<file path="src/rtl/sgc_map.vh">
// Function
// - identity word shows fixed family, part and revision codes, read only
// - start bit resets to one; zero disables the switch function except the link-loss flush, the ingress overrun drop and GC2 length bits
// - pass-all bit forwards erroneous frames too; clear drops bad frames
// - long-frame bit accepts frames up to 2000 bytes; clear drops longer
// - transmit flow control bit, reset one; clear means no pause generated
// - receive flow control bit, reset one; clear ignores received pause frames
// - length check bit drops frames whose length field below 1500 mismatches
// - aging bit, reset one, enables aging; clear stops periodic aging, but a link loss still ages out the table
// - fast age bit selects the 800 us aging period
// - aggressive back-off bit selects non-standard half-duplex back-off
// - ingress overrun sends pause when bit, start and transmit flow control bits set, otherwise drops excess frames
// - 2K bit, reset one, allows 2K frames and masks second register bits
// - pass-pause bit forwards received pause frames instead of filtering
// - link-change bit: link loss triggers one fast age cycle, then normal
// - any port losing link ages out the whole address table
`ifndef SGC_MAP_VH
`define SGC_MAP_VH
// ====================================================
// register map
`define SGC_IDX_ID 12'h000
`define SGC_IDX_GC1 12'h002
`define SGC_WORD_BYTES 12'h004
`define SGC_ADDR_ID (`SGC_IDX_ID * `SGC_WORD_BYTES)
`define SGC_ADDR_GC1 (`SGC_IDX_GC1 * `SGC_WORD_BYTES)
// ====================================================
// identity fields (values arbitrary)
`define SGC_FAMILY_CODE 8'h5a
`define SGC_PART_CODE 4'h2
`define SGC_REV_CODE 3'h3
`define SGC_START_RST 1'b1
`define SGC_B_START 0
// ====================================================
// global control one fields
`define SGC_GC1_RST 16'h3450
`define SGC_B_PASS_ALL 15
`define SGC_B_LEN2000 14
`define SGC_B_TXFC 13
`define SGC_B_RXFC 12
`define SGC_B_LENCHK 11
`define SGC_B_AGE_EN 10
`define SGC_B_FAST_AGE 9
`define SGC_B_AGGR 8
`define SGC_B_FC_INGR 5
`define SGC_B_LEN2K 4
`define SGC_B_PASS_PAUSE 3
`define SGC_B_LINK_AGE 0
// ====================================================
// frame limits
`define SGC_LEN_2000 12'h7d0
`define SGC_LEN_2K 12'h800
`define SGC_LENTYPE_MAX 16'h05dc
// ====================================================
// timing
`define SGC_CLK_HZ 36'h002625a00
`define SGC_US_PER_S 36'h0000f4240
`define SGC_FAST_AGE_US 36'h000000320
`define SGC_NORMAL_AGE_S 36'h00000012c
`define SGC_FAST_AGE_CYC (`SGC_FAST_AGE_US * `SGC_CLK_HZ / `SGC_US_PER_S)
`define SGC_NORMAL_AGE_CYC (`SGC_NORMAL_AGE_S * `SGC_CLK_HZ)
`define SGC_CNT_ONE 36'h000000001
`endif

</file>
<file path="src/rtl/sgc_sync.v">
`timescale 1ns/100ps
`default_nettype none
// ====================================================
// three-stage pin synchroniser with agreement filter
module sgc_sync (
   input wire clk,
   input wire rst,
   input wire ce,
   input wire pin,
   output reg stable_r
);
   reg s1_r;
   reg s2_r;
   reg s3_r;
   // s1 feeds only s2, so no logic sees a metastable value
   always @(posedge clk) begin
      if (rst) begin
         s1_r <= 1'b0;
         s2_r <= 1'b0;
         s3_r <= 1'b0;
         stable_r <= 1'b0;
      end else if (ce) begin
         s1_r <= pin;
         s2_r <= s1_r;
         s3_r <= s2_r;
         if (s2_r == s3_r) begin
            stable_r <= s3_r;
         end
      end
   end
endmodule
`default_nettype wire

</file>
<file path="src/rtl/sgc_age_timer.v">
`timescale 1ns/100ps
`default_nettype none
`include "sgc_map.vh"
// ====================================================
// aging period generator
module sgc_age_timer #(
   parameter [35:0] FAST_CYC = 36'h000007d00,
   parameter [35:0] NORMAL_CYC = 36'h2cb417800
) (
   input wire clk,
   input wire rst,
   input wire ce,
   input wire age_en,
   input wire fast_en,
   input wire fast_once,
   output reg tick_r
);
   reg [35:0] cnt_r;
   wire [35:0] reload = fast_en ? FAST_CYC : NORMAL_CYC;
   always @(posedge clk) begin
      if (rst) begin
         cnt_r <= NORMAL_CYC;
         tick_r <= 1'b0;
      end else if (ce) begin
         tick_r <= 1'b0;
         if (fast_once) begin
            // restart on the short period for a single cycle
            cnt_r <= FAST_CYC;
         end else if (!age_en) begin
            cnt_r <= reload;
         end else if (cnt_r <= `SGC_CNT_ONE) begin
            tick_r <= 1'b1;
            cnt_r <= reload;
         end else if (cnt_r > reload) begin
            // fast age switched on mid-count must not wait out a normal period
            cnt_r <= reload;
         end else begin
            cnt_r <= cnt_r - `SGC_CNT_ONE;
         end
      end
   end
endmodule
`default_nettype wire

</file>
<file path="src/rtl/sgc_regs.v">
// Local design decision: the APB slave port.
`timescale 1ns/100ps
`default_nettype none
`include "sgc_map.vh"
// ====================================================
// global control register bank with apb slave
module sgc_regs #(
   parameter [35:0] FAST_AGE_CYC = `SGC_FAST_AGE_CYC,
   parameter [35:0] NORMAL_AGE_CYC = `SGC_NORMAL_AGE_CYC
) (
   input wire CLOCK,
   input wire RST,
   input wire CE,
   input wire PSEL,
   input wire PENABLE,
   input wire PWRITE,
   input wire [11:0] PADDR,
   input wire [31:0] PWDATA,
   input wire [3:0] PSTRB,
   output reg [31:0] PRDATA,
   output reg PREADY,
   output reg PSLVERR,
   input wire P1_LINK,
   input wire P2_LINK,
   input wire [1:0] GC2_LEN_BITS,
   input wire FRM_VALID,
   input wire [11:0] FRM_LEN,
   input wire FRM_BAD,
   input wire FRM_PAUSE,
   input wire [15:0] FRM_LENTYPE,
   input wire [11:0] FRM_PAYLOAD,
   input wire INGRESS_OVER,
   output reg SW_ENABLE,
   output reg PASS_BAD,
   output reg LEN_2000_EN,
   output reg LEN_2K_EN,
   output reg TX_FC_EN,
   output reg RX_FC_EN,
   output reg LEN_CHECK_EN,
   output reg AGGR_BACKOFF,
   output reg PASS_PAUSE,
   output reg [1:0] GC2_LEN_EFF,
   output reg INGRESS_PAUSE,
   output reg INGRESS_DROP,
   output reg FRM_DONE,
   output reg FRM_FWD,
   output reg AGE_TICK,
   output reg AGE_FLUSH
);
   // ====================================================
   // storage
   reg start_r;
   reg [15:0] gc1_r;
   reg [1:0] link_prev_r;

   wire [1:0] link_now;
   wire age_tick;

   // ====================================================
   // apb decode
   wire sel_id = (PADDR == `SGC_ADDR_ID);
   wire sel_gc1 = (PADDR == `SGC_ADDR_GC1);
   wire hit = sel_id | sel_gc1;
   wire acc_first = PSEL & PENABLE & ~PREADY;
   wire acc_done = PSEL & PENABLE & PREADY;
   wire wr_go = acc_done & PWRITE & hit;

   wire [15:0] id_word = {
      `SGC_FAMILY_CODE,
      `SGC_PART_CODE,
      `SGC_REV_CODE,
      start_r
   };

   reg [31:0] rd_mux;
   always @* begin
      rd_mux = 32'h00000000;
      if (sel_id) begin
         rd_mux = {16'h0000, id_word};
      end else if (sel_gc1) begin
         rd_mux = {16'h0000, gc1_r};
      end
   end

   // one wait state: pready rises in the second access cycle
   always @(posedge CLOCK) begin
      if (RST) begin
         PREADY <= 1'b0;
         PRDATA <= 32'h00000000;
         PSLVERR <= 1'b0;
      end else if (CE) begin
         PREADY <= acc_first;
         if (acc_first) begin
            PRDATA <= PWRITE ? 32'h00000000 : rd_mux;
            PSLVERR <= ~hit;
         end
      end
   end

   // ====================================================
   // register writes
   // only the start bit of the identity word takes writes
   always @(posedge CLOCK) begin
      if (RST) begin
         start_r <= `SGC_START_RST;
         gc1_r <= `SGC_GC1_RST;
      end else if (CE) begin
         if (wr_go && sel_id && PSTRB[0]) begin
            start_r <= PWDATA[`SGC_B_START];
         end
         if (wr_go && sel_gc1) begin
            if (PSTRB[0]) begin
               gc1_r[7:0] <= PWDATA[7:0];
            end
            if (PSTRB[1]) begin
               gc1_r[15:8] <= PWDATA[15:8];
            end
         end
      end
   end

   // ====================================================
   // control outputs toward the switch engine
   // a stopped switch has every engine feature held off except GC2_LEN_EFF
   always @(posedge CLOCK) begin
      if (RST) begin
         SW_ENABLE <= 1'b0;
         PASS_BAD <= 1'b0;
         LEN_2000_EN <= 1'b0;
         LEN_2K_EN <= 1'b0;
         TX_FC_EN <= 1'b0;
         RX_FC_EN <= 1'b0;
         LEN_CHECK_EN <= 1'b0;
         AGGR_BACKOFF <= 1'b0;
         PASS_PAUSE <= 1'b0;
         GC2_LEN_EFF <= 2'h0;
      end else if (CE) begin
         SW_ENABLE <= start_r;
         PASS_BAD <= start_r & gc1_r[`SGC_B_PASS_ALL];
         LEN_2000_EN <= start_r & gc1_r[`SGC_B_LEN2000];
         LEN_2K_EN <= start_r & gc1_r[`SGC_B_LEN2K];
         TX_FC_EN <= start_r & gc1_r[`SGC_B_TXFC];
         RX_FC_EN <= start_r & gc1_r[`SGC_B_RXFC];
         LEN_CHECK_EN <= start_r & gc1_r[`SGC_B_LENCHK];
         AGGR_BACKOFF <= start_r & gc1_r[`SGC_B_AGGR];
         PASS_PAUSE <= start_r & gc1_r[`SGC_B_PASS_PAUSE];
         // 2K mode makes the second register's length bits void
         GC2_LEN_EFF <= gc1_r[`SGC_B_LEN2K] ? 2'h0 : GC2_LEN_BITS;
      end
   end

   // ====================================================
   // per-frame admission decision
   wire [11:0] len_limit = gc1_r[`SGC_B_LEN2K] ? `SGC_LEN_2K : `SGC_LEN_2000;
   wire too_long = (FRM_LEN > len_limit);
   wire bad_drop = FRM_BAD & ~gc1_r[`SGC_B_PASS_ALL];
   wire len_drop = gc1_r[`SGC_B_LENCHK] &
                   (FRM_LENTYPE < `SGC_LENTYPE_MAX) &
                   (FRM_LENTYPE != {4'h0, FRM_PAYLOAD});
   wire pause_drop = FRM_PAUSE & ~gc1_r[`SGC_B_PASS_PAUSE];
   wire frm_drop = ~start_r | bad_drop | too_long | len_drop | pause_drop;

   always @(posedge CLOCK) begin
      if (RST) begin
         FRM_DONE <= 1'b0;
         FRM_FWD <= 1'b0;
      end else if (CE) begin
         FRM_DONE <= FRM_VALID;
         FRM_FWD <= FRM_VALID & ~frm_drop;
      end
   end

   // ====================================================
   // ingress rate overrun response
   // pause needs the transmit flow control bit as well
   wire fc_ok = gc1_r[`SGC_B_FC_INGR] & gc1_r[`SGC_B_TXFC];
   always @(posedge CLOCK) begin
      if (RST) begin
         INGRESS_PAUSE <= 1'b0;
         INGRESS_DROP <= 1'b0;
      end else if (CE) begin
         INGRESS_PAUSE <= INGRESS_OVER & start_r & fc_ok;
         INGRESS_DROP <= INGRESS_OVER & ~(start_r & fc_ok);
      end
   end

   // ====================================================
   // link watch and aging
   sgc_sync u_sync_p1 (
      .clk(CLOCK),
      .rst(RST),
      .ce(CE),
      .pin(P1_LINK),
      .stable_r(link_now[0])
   );

   sgc_sync u_sync_p2 (
      .clk(CLOCK),
      .rst(RST),
      .ce(CE),
      .pin(P2_LINK),
      .stable_r(link_now[1])
   );

   wire link_lost = |(link_prev_r & ~link_now);
   wire fast_once = link_lost & gc1_r[`SGC_B_LINK_AGE];
   wire age_en = start_r & gc1_r[`SGC_B_AGE_EN];

   sgc_age_timer #(
      .FAST_CYC(FAST_AGE_CYC),
      .NORMAL_CYC(NORMAL_AGE_CYC)
   ) u_age (
      .clk(CLOCK),
      .rst(RST),
      .ce(CE),
      .age_en(age_en),
      .fast_en(gc1_r[`SGC_B_FAST_AGE]),
      .fast_once(fast_once),
      .tick_r(age_tick)
   );

   // link starts low after reset, so no false loss at power-up
   always @(posedge CLOCK) begin
      if (RST) begin
         link_prev_r <= 2'h0;
         AGE_TICK <= 1'b0;
         AGE_FLUSH <= 1'b0;
      end else if (CE) begin
         link_prev_r <= link_now;
         AGE_TICK <= age_tick;
         AGE_FLUSH <= link_lost;
      end
   end
endmodule
`default_nettype wire

</file>
<file path="config.mk">
export PLATFORM = sky130hd
export DESIGN_NAME = sgc_regs
export DESIGN_NICKNAME = d
export VERILOG_FILES = /design/src/rtl/sgc_sync.v /design/src/rtl/sgc_age_timer.v /design/src/rtl/sgc_regs.v
export VERILOG_INCLUDE_DIRS = /design/src /design/src/rtl
export SDC_FILE = /design/constraint.sdc
export NUM_CORES = 1
export LEC_CHECK = 0
export ABC_CLOCK_PERIOD_IN_PS = 3950
export BUFFER_PORTS_ARGS = -buffer_cell sky130_fd_sc_hd__buf_2
export CORE_MARGIN = 2
export CORE_UTILIZATION = 54
export CTS_BUF_LIST = sky130_fd_sc_hd__clkbuf_4
export CTS_CLUSTER_DIAMETER = 50
export CTS_CLUSTER_SIZE = 30
export DETAILED_ROUTE_END_ITERATION = 10
export PLACE_DENSITY = 0.89
export SETUP_SLACK_MARGIN = 0.2
export SYNTH_ARGS = -nofsm -noshare
export SYNTH_HDL_FRONTEND = slang
export SYNTH_SLANG_ARGS = --single-unit
</file>
<file path="constraint.sdc">
create_clock -name CLOCK -period 3.95 [get_ports CLOCK]
set_input_delay 0.395 -clock CLOCK [delete_from_list [all_inputs] [get_ports CLOCK]]
set_output_delay 0.395 -clock CLOCK [all_outputs]
set_load 0.02 [all_outputs]
</file>
---- Word level (Yosys, flattened, before mapping) ----
Index checks and enable logic that the tools add are counted.
word-level totals
  flip-flop bits (word level) ............. 115
  bits in latches ......................... 0
  memory bits (writable) .................. 0
  bits in read-only memories .............. 0
  output and inout port bits .............. 51
  word-level logic and storage cells ...... 105
  memories kept ........................... 0
cells by class
  add/subtract/negate cells ............... 1
  $mul .................................... 0
  div/mod/pow operators ................... 0
  magnitude comparators ................... 4
  equal/unequal tests ..................... 4
  shift-type cells ........................ 0
  muxes and demuxes ....................... 13
  bitwise gates (word level) .............. 39
  reductions and logical operators ........ 11
operators by type and width
  kind                     count
  $mux W36                 4
  $gt A36 B36 Y1           1
  $le A36 B1 Y1 const B    1
  $sub A36 B1 Y36 const B  1
  $mux W34                 1
  $mux W16                 2
  $mux W32                 1
  $and A1 B1 Y1            25
  $lt A16 B11 Y1 const B   1
  $ne A16 B12 Y1           1
  $eq A12 B4 Y1 const B    1
  $gt A12 B12 Y1           1
  $logic_not A12 Y1        1
  $mux W12                 1
  $reduce_and A2 Y1        4
  $not A1 Y1               7
  $reduce_and A3 Y1        2
  $or A1 B1 Y1             5
  $logic_and A1 B1 Y1      3
  $mux W1                  3
  $and A2 B2 Y2            1
  $eq A1 B1 Y1             2
  $mux W2                  1
  $not A2 Y2               1
  $reduce_or A2 Y1         1

---- Logic depth before layout (Yosys ltp) ----
Gate-level depths: netlist of the first run.
  depth in word-level cells ............... 8
  gate-level depth with buffers ........... 11
  gate-level depth less buffers ........... 9

---- Hierarchy ----
From an unflattened synthesis of the first run, not the netlist that was laid out.
second synthesis, totals
  cells, all modules ...................... 596
  area, all modules ....................... 5280.1 µm²
modules (own cells, without submodules)
  module         times used  cells an instance  area each (µm²)  seq. area each (µm²)
  sgc_regs       1           293                2646.3           1081.0
  sgc_age_timer  1           271                2290.9           740.7
  sgc_sync       2           16                 171.4            80.1

---- Worst setup path before layout of the first run ----
No wires, ideal clock.
  kind .................................... register to register
  start ................................... register u_age.cnt_r[4]
  end ..................................... register u_age.cnt_r[7]
  library setup time ...................... 74 ps
  arrival ................................. 2711 ps
  required time ........................... 3876 ps
  path slack .............................. 1165 ps
  cell stages (with the launch flop) ...... 10
  buffers on the path ..................... 3
  cell sequence ........................... dfxtp_1 buf_6 or4_4 buf_6 or4_4 nor4_4 a21oi_2 buf_6 or4_1 a31oi_1
between the ends
  longest elaborated chain between the ends .. 5
ends and longest elaborated chain
  element                                                             RTL line            source
  start: declaration                                                  sgc_age_timer.v:18  reg [35:0] cnt_r;
  start signal: assignment                                            sgc_age_timer.v:30  cnt_r <= reload;
  start signal: assignment                                            sgc_age_timer.v:33  cnt_r <= reload;
  start signal: assignment                                            sgc_age_timer.v:36  cnt_r <= reload;
  $sub A36 B1 Y36 (no line) / $gt A36 B36 Y1 (equally long branches)  n/a
  $mux W36                                                            sgc_age_timer.v:34  end else if (cnt_r > reload) begin
  $mux W36 *                                                          sgc_age_timer.v:31  end else if (cnt_r <= `SGC_CNT_ONE) begin
  $mux W36 *                                                          sgc_age_timer.v:29  end else if (!age_en) begin
  $mux W36 *                                                          sgc_age_timer.v:26  if (fast_once) begin
Mark *: on every way between the ends. The rest lies on a longest branch, timed or not.
A chain may end at the register's enable or synchronous reset.

---- Worst setup path in the final report of the first run ----
  start ................................... register u_age.cnt_r[20]
  end ..................................... register u_age.cnt_r[30]
The elaborated chain is that of the path after synthesis.

==> reports/metrics.csv, run 1 <==
stage,metric,value,unit
finish,fill_cells,826,
routing,wl_per_cell,16.33,um
place,dpl.hpwl,10.19,mm
worst_setup_path,start_kind,flip-flop,
finish,final_layout_size_suffix_gt1_share,20.59,%
hold_path,hold_depth,3,
clock_network,cts_sinks,99,
global_route,grt_pass1_wl,23.20,mm
finish,multiInputGateArea,0.002999,sq mm
finish,nets,865,
finish,layout.area.seq,0.001982,sq mm
routing,routed_wl,14.41,mm
finish,areaGrowthSynthToFinish,13.27,%
clock_network,clock_latency,480,ps
global_route,gr-total-overflow,0,
synth,synthDistinctLibCells,58,
hold_path,min_path_type,in2reg,
routing,avgViaCountPerCell,6.078,
status,status,"finished, final reports clean",
worst_setup_path,r2r_slack,570,ps
timing,setup_viol,0,
synth,ys_seq_elements,99,
synth,syn_area_per_cell,8.140,sq um
hold_path,hp-start,PWDATA[13],
clock_network,cts_tree,yes,
clock_network,cts_buffers,9,
floorplan,die_w,103.1,um
synth,synthArstFlopShare,0,%
global_route,track_usage,27.55,%
routing,drcViolationCount,0,
timing,slew_headroom,32.20,%
power,power,2.725,mW
clock_network,post_cts_buffers,0,
worst_setup_path,criticalPathCategory,reg2reg,
timing,fin_crit_sh,85.57,%
synth,syn-instance-count,651,
clock_network,htreeDepth,3,
worst_setup_path,worstRegToRegCells,7,
hold_path,worstHoldEndpoint,gc1_r[13],
synth,synth-edff-count,0,
worst_setup_path,critical_path_required,4330,ps
clock_network,ctsResizeCount,0,
routing,first_iter_violations,402,
place,place_inst,865,
worst_setup_path,cp_max_fo,21,
synth,ys.flop_type,dfxtp_1,
floorplan,die_area,0.01062,sq mm
timing,max_freq,295.9,MHz
clock_network,clock_path_buffers,2,
flow_run,drv_cap,0,
global_route,grt_max_degree,82,
floorplan,start_util,54.97,%
routing,postRouteAntennaNets,0,
clock_network,postCtsHoldBufs,0,
timing,worst_slew_pin_slew,1016,ps
global_route,antenna_found_initial,1,
power,peakVddDrop,0.0002107,V
synth,seq_area_frac_synth,37.40,%
finish,layout.cells.non_filler,882,
floorplan,core,0.009639,sq mm
timing,setup_tns,0,ps
timing,fin_crit,3380,ps
synth,netlist_area,0.005299,sq mm
floorplan,fp-row-count,36,
place,portBuffers,118,
floorplan,die_y,103.1,um
worst_setup_path,critPathCaptureType,flip-flop,
clock_network,clk_pin_slew,180,ps
timing,rsz0062_at_grt,false,
worst_setup_path,timing.rr.start,u_age.cnt_r[20],
timing,slew_violations,0,
global_route,grt_pass1_vias,5209,
timing,skew,15.62,ps
routing,dr.pass1.iters,5,
floorplan,io_pins,153,
power,p_leak,2.530,nW
power,power.density,454.0,mW/mm^2
worst_setup_path,arrival,3760,ps
place,gp_congestion,1.041,
synth,yosys_warnings,0,
routing,via_count,5361,
timing,hold_viol_final,0,
worst_setup_path,worstReg2RegEnd,u_age.cnt_r[30],
clock_network,root_buffer,clkbuf_4,
cells by family (layout without fill, tap and decap cells):
| group | Yosys count | count (layout) | synth area share [%] |
|---|---|---|---|
| other | 1 | 17 | 0.07077 |
| and+or+nand+nor | 278 | 278 | 26.66 |
| muxes | 27 | 27 | 5.124 |
| buffers and inverters | 76 | 158 | 7.060 |
| AOI/OAI and AO/OA | 138 | 138 | 16.98 |
| adders and majority gates | 20 | 20 | 4.723 |
| xor gates and xnor gates | 12 | 12 | 1.983 |
| DFF | 99 | 99 | 37.40 |
cell usage after synthesis (all sizes together) (13+ instances only):
cell | instances | area (sq um)
a21oi | 41 | 209.0
buf | 27 | 190.2
clkbuf | 31 | 116.4
dfxtp | 99 | 1982
ha | 20 | 250.2
inv | 18 | 67.56
mux2i | 26 | 260.3
nand2 | 73 | 274.0
nand3 | 30 | 150.1
nand4 | 19 | 118.9
nor2 | 62 | 232.7
nor3 | 24 | 120.1
nor4 | 25 | 192.7
o21ai | 22 | 110.1
or4 | 13 | 105.1
power breakdown:
| group | internal, mW | switching, mW |
|---|---|---|
| logic | 0.365 | 0.644 |
| clock network | 0.155 | 0.399 |
| registers | 1.07 | 0.0899 |
flip-flops by register name, summed over array words and instances (netlist names), 2 cells and up:
register	flops
gc1_r	16
u_age.cnt_r	36
GC2_LEN_EFF	2
PRDATA	16
link_prev_r	2
cell type report:
class,count,share of cell area [%]
Clock inverter,7,1.355
Tap cell,133,2.773
Inverter,18,1.126
Antenna cell,1,0.04169
Timing Repair Buffer,124,10.59
Multi-Input combinational cell,491,49.97
Clock buffer,9,1.126
Sequential cell,99,33.02
how the worst max path moves through the flow:
stage                          from         endpoint  slack [ps]  depth (start not counted)
floorplan            u_age.cnt_r[4]   u_age.cnt_r[7]        1170                          9
global placement    u_age.cnt_r[20]  u_age.cnt_r[30]         740                          7
detailed placement  u_age.cnt_r[20]  u_age.cnt_r[30]         680                          7
CTS                 u_age.cnt_r[20]  u_age.cnt_r[30]         630                          7
global route        u_age.cnt_r[20]  u_age.cnt_r[30]         360                          7
finish              u_age.cnt_r[20]  u_age.cnt_r[30]         570                          7
stage by stage:
stage                     hold WS (ps)  area [sq um]  setup slack [ps]  util [%]
after global routing             112.7          6002             355.6     62.27
after floorplan                  435.7          5355              1165         -
final                            128.4          6002             570.0     62.27
after CTS                        123.3          6000             632.2     62.24
after detailed placement         450.2          5851             682.3     60.70
after global placement           439.1          5851             743.2     60.70
layout by cell type (no fill, tap or decap), types with 7 or more instances in the layout:
master / instances
ha_1: 20
o211ai_1: 10
nand2_1: 73
nand4_1: 19
a31oi_1: 11
mux2i_1: 26
nor4_1: 22
nand3_1: 30
inv_1: 18
o21ai_0: 20
clkbuf_4: 9
a21oi_1: 40
dfxtp_1: 99
conb_1: 16
nor3_1: 24
o31ai_1: 7
buf_2: 118
xor2_1: 12
or4_1: 11
nor2_1: 62
a22oi_1: 12
routing by layer:
| layer | track usage, % | wire [um] | vias to the layer above |
|---|---|---|---|
| met1 | 32.77 | 5719 | 2492 |
| met5 | 0 | 0 | - |
| met3 | 3.593 | 1078 | 49 |
| li1 | - | - | 2528 |
| met2 | 47.25 | 7072 | 292 |
| met4 | 16.60 | 534 | 0 |
critical path, cell delays in order (launching register included):
cell and delay, ps:
dfxtp_1 430, or3_1 520, nor4_1 550, and4_1 330, nor3_1 90, a21oi_2 730
nor2_1 270, a221o_1 370
Power figures use the tool's default switching activity.
==> inputs of run 2 (changes only) <==
ABC_AREA = 1   (was unset)
CORE_UTILIZATION = 55   (was 54)
==> reports/metrics.csv, run 2 <==
stage,metric,value,unit
hold_path,hold_depth,3,
worst_setup_path,arrival,3030,ps
routing,first_iter_violations,355,
hold_path,min_path_type,in2reg,
timing,slew_headroom,44.09,%
routing,avgViaCountPerCell,5.288,
routing,via_count,5711,
clock_network,clock_latency,470,ps
finish,layout.area.seq,0.001982,sq mm
synth,synth_area_leaders,"dfxtp_1 35%, nand2_1 13%, nor2_1 7.9%",
floorplan,start_util,56.10,%
worst_setup_path,critical_path_required,4340,ps
worst_setup_path,criticalPathCategory,reg2reg,
global_route,gr-total-overflow,0,
synth,yosysMostFrequentCell,nand2_1,
worst_setup_path,worstReg2RegEnd,u_age.cnt_r[9],
floorplan,die_w,106.2,um
routing,dr.pass1.iters,5,
synth,seq_area_frac_synth,34.53,%
synth,netlist_area,0.005739,sq mm
synth,ys_top_cells_by_count,"203 x nand2_1, 121 x nor2_1, 99 x dfxtp_1",
status,status,"finished, final reports clean",
finish,nets,1062,
flow_run,drv_cap,0,
floorplan,die_area,0.01127,sq mm
finish,largest_reg_flops,36,
worst_setup_path,cp_max_fo,13,
timing,max_freq,378.4,MHz
power,peakVddDrop,0.0003154,V
global_route,grt_max_degree,72,
worst_setup_path,start_kind,flip-flop,
clock_network,cts_tree,yes,
timing,fin_crit_sh,66.91,%
global_route,met2_usage,44.69,%
finish,regMostFlops,u_age.cnt_r,
finish,reg_top3,"u_age.cnt_r (36), PRDATA (16), gc1_r (16)",
finish,layout.cells.non_filler,1080,
finish,layout_commonest_cell,nand2_1,
synth,synthDistinctLibCells,43,
worst_setup_path,timing.rr.start,gc1_r[9],
finish,mostFrequentLayoutCells,"203 x nand2_1, 121 x nor2_1, 118 x buf_2, 99 x dfxtp_1, 76 x a21oi_1",
clock_network,postCtsHoldBufs,0,
finish,fin_util,63.28,%
place,gp_congestion,1.009,
routing,wl_per_cell,13.61,um
timing,hold_viol_final,0,
synth,synth_area_leader_cell,dfxtp_1,
floorplan,die_y,106.2,um
finish,diodes,0,
finish,multiInputGateArea,0.003344,sq mm
global_route,use_met1,33.29,%
synth,synthArstFlopShare,0,%
hold_path,worstHoldEndpoint,gc1_r[4],
global_route,use_met3,6.131,%
timing,setup_tns,0,ps
clock_network,cts_sinks,99,
synth,syn_area_per_cell,6.890,sq um
clock_network,clock_path_buffers,2,
global_route,grt_pass1_vias,5198,
routing,postRouteAntennaNets,0,
floorplan,io_pins,153,
clock_network,htreeDepth,3,
clock_network,ctsResizeCount,0,
hold_path,hp-start,PWDATA[4],
synth,ys.flop_type,dfxtp_1,
floorplan,fp-row-count,37,
clock_network,cts_buffers,9,
synth,ys_seq_elements,99,
worst_setup_path,worstRegToRegCells,12,
worst_setup_path,critPathCaptureType,flip-flop,
timing,fin_ws,1307,ps
place,portBuffers,118,
timing,fin_crit,2643,ps
power,power.density,333.3,mW/mm^2
synth,netlist.area_leader.share,34.53,%
finish,areaGrowthSynthToFinish,12.80,%
routing,drcViolationCount,0,
worst_setup_path,r2r_slack,1310,ps
synth,yosys_warnings,0,
global_route,antenna_found_initial,1,
timing,skew,25.04,ps
synth,synth-edff-count,0,
clock_network,root_buffer,clkbuf_4,
floorplan,core,0.01023,sq mm
global_route,track_usage,26.14,%
timing,slew_violations,0,
routing,routed_wl,14.70,mm
finish,fill_cells,949,
synth,syn-instance-count,833,
global_route,top_usage_layer,met2,
power,p_leak,2.982,nW
timing,setup_viol,0,
place,place_ws,1393,ps
place,place_inst,1065,
timing,worst_slew_pin_slew,833.4,ps
global_route,grt_pass1_wl,24.06,mm
clock_network,post_cts_buffers,0,
clock_network,clk_pin_slew,180,ps
timing,rsz0062_at_grt,false,
place,dpl.hpwl,11.05,mm
finish,final_layout_size_suffix_gt1_share,18.86,%
[run 2: cell type report]
class                           instances  share of cell area (%)
Clock buffer                            9                   1.044
Clock inverter                          6                  0.9470
Inverter                               62                   3.634
Multi-Input combinational cell        647                   51.66
Sequential cell                        99                   30.61
Tap cell                              136                   2.629
Timing Repair Buffer                  121                   9.470
[run 2: critical path, stage by stage (launching register included)]
cell and delay, ps:
dfxtp_1 720, inv_1 230, ha_1 340, nand2_1 50
inv_1 70, nand3b_1 70, nor2_1 180, nand2_1 120
nand2_4 180, nand3_4 180, inv_4 190, nand2_1 90
a21oi_1 130
[run 2: worst max-delay path by stage]
stage | start | to | slack [ps]
after floorplan | gc1_r[9] | u_age.cnt_r[6] | 1980
after detailed placement | gc1_r[9] | u_age.cnt_r[9] | 1390
after global placement | gc1_r[9] | u_age.cnt_r[9] | 1460
after global routing | gc1_r[9] | u_age.cnt_r[9] | 1040
final | gc1_r[9] | u_age.cnt_r[9] | 1310
after CTS | gc1_r[9] | u_age.cnt_r[9] | 1320
[run 2: per-stage QoR]
step,area (sq um),total power [mW],hold slack (ps)
final,6474,2.158,120.2
after floorplan,5796,1.519,429.2
after global placement,6345,1.642,439.2
after detailed placement,6345,1.654,444.3
after CTS,6474,2.154,120.8
after global routing,6474,2.268,108.9
[run 2: power by group]
part           switching, mW  internal [mW]
sequential            0.0510           1.04
clock                  0.373          0.140
combinational          0.354          0.199
total                  0.778           1.38
[run 2: logic make-up after synthesis]
| family | after synthesis | synth area share (%) |
|---|---|---|
| other cells | 1 | 0.06534 |
| flops | 99 | 34.53 |
| compound gates | 127 | 11.99 |
| xor+xnor | 39 | 5.952 |
| simple gates | 445 | 34.92 |
| fa+ha+maj | 20 | 4.360 |
| buf+inv | 102 | 8.175 |
[run 2: per-layer routing]
| metal | vias to the layer above | wire [um] |
|---|---|---|
| li1 | 2890 | - |
| met1 | 2607 | 6296 |
| met2 | 188 | 7001 |
| met3 | 26 | 1089 |
| met4 | 0 | 316 |
| met5 | - | 0 |
==> inputs of run 3 (changes only) <==
ABC_CLOCK_PERIOD_IN_PS = 2200   (was 3950)
CORE_UTILIZATION = 50   (was 55)
PLACE_DENSITY = 0.85   (was 0.89)
clock period = 2.2 ns   (was 3.95 ns; I/O delays follow)
==> reports/metrics.csv, run 3 (synthesis results as in run 2) <==
stage,metric,value,unit
power,peakVddDrop,0.0003861,V
worst_setup_path,worstRegToRegCells,14,
routing,routed_wl,16.02,mm
finish,areaGrowthSynthToFinish,21.82,%
worst_setup_path,cp_slowest_stage_delay,390,ps
power,switching_power,1.388,mW
worst_setup_path,timing.rr.start,gc1_r[9],
worst_setup_path,r2r_slack,120,ps
clock_network,clock_latency,490,ps
clock_network,clk_pin_slew,140,ps
routing,met2_length,7.758,mm
power,p_leak,3.218,nW
routing,wl_per_cell,14.20,um
worst_setup_path,critPathBufInv,1,
flow_run,drv_cap,0,
worst_setup_path,arrival,2510,ps
global_route,antenna_found_initial,0,
floorplan,die_area,0.01235,sq mm
routing,drcViolationCount,0,
worst_setup_path,crit_path_top_delay_cell,dfxtp_4,
place,gp_congestion,0.9631,
timing,fin_crit_sh,94.58,%
routing,drt-met1-wl,6.452,mm
power,internal_power,2.662,mW
finish,layout_commonest_cell,nand2_1,
finish,final_area,0.006992,sq mm
finish,fill_cells,1032,
place,place_ws,81.85,ps
global_route,grt_max_degree,72,
worst_setup_path,worstReg2RegEnd,u_age.cnt_r[30],
worst_setup_path,crit_cells,14,
routing,dr.pass1.iters,6,
timing,slew_violations,0,
routing,postRouteAntennaNets,0,
power,seqPwrFrac,48.1,%
worst_setup_path,start_kind,flip-flop,
global_route,grt_pass1_vias,5468,
clock_network,cts_tree,yes,
global_route,track_usage,25.07,%
timing,fin_ws,119.2,ps
status,status,"finished, final reports clean",
timing,max_freq,480.6,MHz
clock_network,htreeDepth,3,
floorplan,io_pins,153,
floorplan,fp-row-count,39,
finish,nets,1102,
hold_path,worstHoldEndpoint,gc1_r[7],
floorplan,start_util,50.70,%
worst_setup_path,criticalPathCategory,reg2reg,
power,p_sw_share,34.28,%
worst_setup_path,critPathCaptureType,flip-flop,
clock_network,root_buffer,clkbuf_4,
routing,first_iter_violations,463,
routing,avgViaCountPerCell,5.285,
power,p_clk_share,24.4,%
worst_setup_path,critical_path_required,2630,ps
global_route,grt_pass1_wl,25.37,mm
timing,slew_headroom,46.91,%
finish,regMostFlops,u_age.cnt_r,
worst_setup_path,cp_max_fo,8,
floorplan,die_w,111.1,um
global_route,gr-total-overflow,0,
worst_setup_path,critPathMostFrequentCell,nand2_1,
finish,mostFrequentLayoutCells,"199 x nand2_1, 119 x nor2_1, 119 x buf_2, 98 x dfxtp_1, 75 x a21oi_1",
timing,setup_viol,0,
timing,setup_tns,0,ps
finish,largest_reg_flops,36,
floorplan,core,0.01132,sq mm
timing,worst_slew_pin_slew,794.8,ps
place,dpl.hpwl,10.99,mm
finish,final_layout_size_suffix_gt1_share,22.03,%
timing,hold_viol_final,0,
routing,via_count,5962,
worst_setup_path,path_cells,buf_12 -> ha_4 -> nand2_2 -> nor3_2 -> nand2_1 -> nor2_2 -> nand2_1 -> nand3_2 -> nand2_4 -> nand2_4 -> nand2_2 -> nand3_1 -> nand2_1 -> nand2_1,
hold_path,hp-start,PWDATA[7],
power,combinationalPowerShare,27.5,%
hold_path,hold_depth,3,
power,power.density,579.3,mW/mm^2
timing,skew,18.15,ps
clock_network,cts_buffers,9,
timing,fin_crit,2081,ps
timing,rsz0062_at_grt,true,
routing,maxUsedRoutingLayer,met4,
finish,reg_top3,"u_age.cnt_r (36), PRDATA (16), gc1_r (16)",
clock_network,clock_path_buffers,2,
clock_network,cts_sinks,99,
worst_setup_path,cp_top_family,simple AND/OR/NAND/NOR gates,
finish,diodes,0,
routing,route.met3.wl,1.390,mm
hold_path,min_path_type,in2reg,
floorplan,die_y,111.1,um
place,portBuffers,118,
place,place_area,0.006484,sq mm
run 3: changes by cell type in the layout (fill, tap and decap cells not counted), sizes merged:
cell and delta:
buf +18, bufinv +1, nand2 +1, clkbuf +1
dlygate4sd3 +20
run 3: timing repair:
action | 4_1_cts | 5_1_grt
pin swaps | 2 | 12
cloned | 0 | 3
gates resized for setup | 7 | 20
hold endpoints to repair | 20 | 0
setup endpoints to repair | 34 | 34
hold buffers | 20 | 0
setup buffers | 0 | 3
run 3: layout make-up:
class	count	area, sq um	area share, %
Clock inverter	6	63.81	0.9127
Multi-Input combinational cell	648	3455	49.41
Sequential cell	99	1986	28.40
Timing Repair inverter	1	6.256	0.08948
Inverter	62	240.2	3.436
Timing Repair Buffer	159	987.2	14.12
Tap cell	143	178.9	2.559
Clock buffer	10	75.07	1.074
run 3: routing by layer:
metal | GRT usage [%] | up-vias
met5 | 0 | -
met3 | 5.631 | 38
li1 | - | 2964
met2 | 42.99 | 253
met4 | 9.383 | 0
met1 | 30.82 | 2707
run 3: worst max path at each step:
stage | start | end
after detailed placement | gc1_r[9] | u_age.cnt_r[23]
after global placement | gc1_r[9] | u_age.cnt_r[27]
after floorplan | gc1_r[9] | u_age.cnt_r[6]
after CTS | gc1_r[9] | u_age.cnt_r[23]
final | gc1_r[9] | u_age.cnt_r[30]
after global routing | gc1_r[9] | u_age.cnt_r[30]
run 3: power by group through the flow:
stage	registers (mW)	clock network (mW)	logic [mW]
2_1_floorplan	1.99	0	0.740
3_3_place_gp	1.98	0	0.990
3_5_place_dp	1.98	0	1.00
4_1_cts	1.94	1.00	1.04
5_1_grt	1.96	1.07	1.24
6_report	1.95	0.990	1.11
run 3: metrics by stage:
| stage | hold slack [ps] | utilization, % | instances | total power [mW] |
|---|---|---|---|---|
| 2_1_floorplan | 333.2 | - | 848 | 2.727 |
| 3_3_place_gp | 434.0 | 57.27 | 1086 | 2.972 |
| 3_5_place_dp | 437.8 | 57.27 | 1086 | 2.986 |
| 4_1_cts | 14.32 | 60.48 | 1122 | 3.988 |
| 5_1_grt | 40.34 | 61.76 | 1128 | 4.265 |
| 6_report | 18.15 | 61.76 | 1128 | 4.050 |
run 3: worst reg2reg max path, stage by stage (launching register included):
cell and delay, ps:
dfxtp_4 390, buf_12 150, ha_4 270, nand2_2 40, nor3_2 180, nand2_1 100
nor2_2 130, nand2_1 80, nand3_2 90, nand2_4 90, nand2_4 130, nand2_2 120
nand3_1 90, nand2_1 80, nand2_1 90
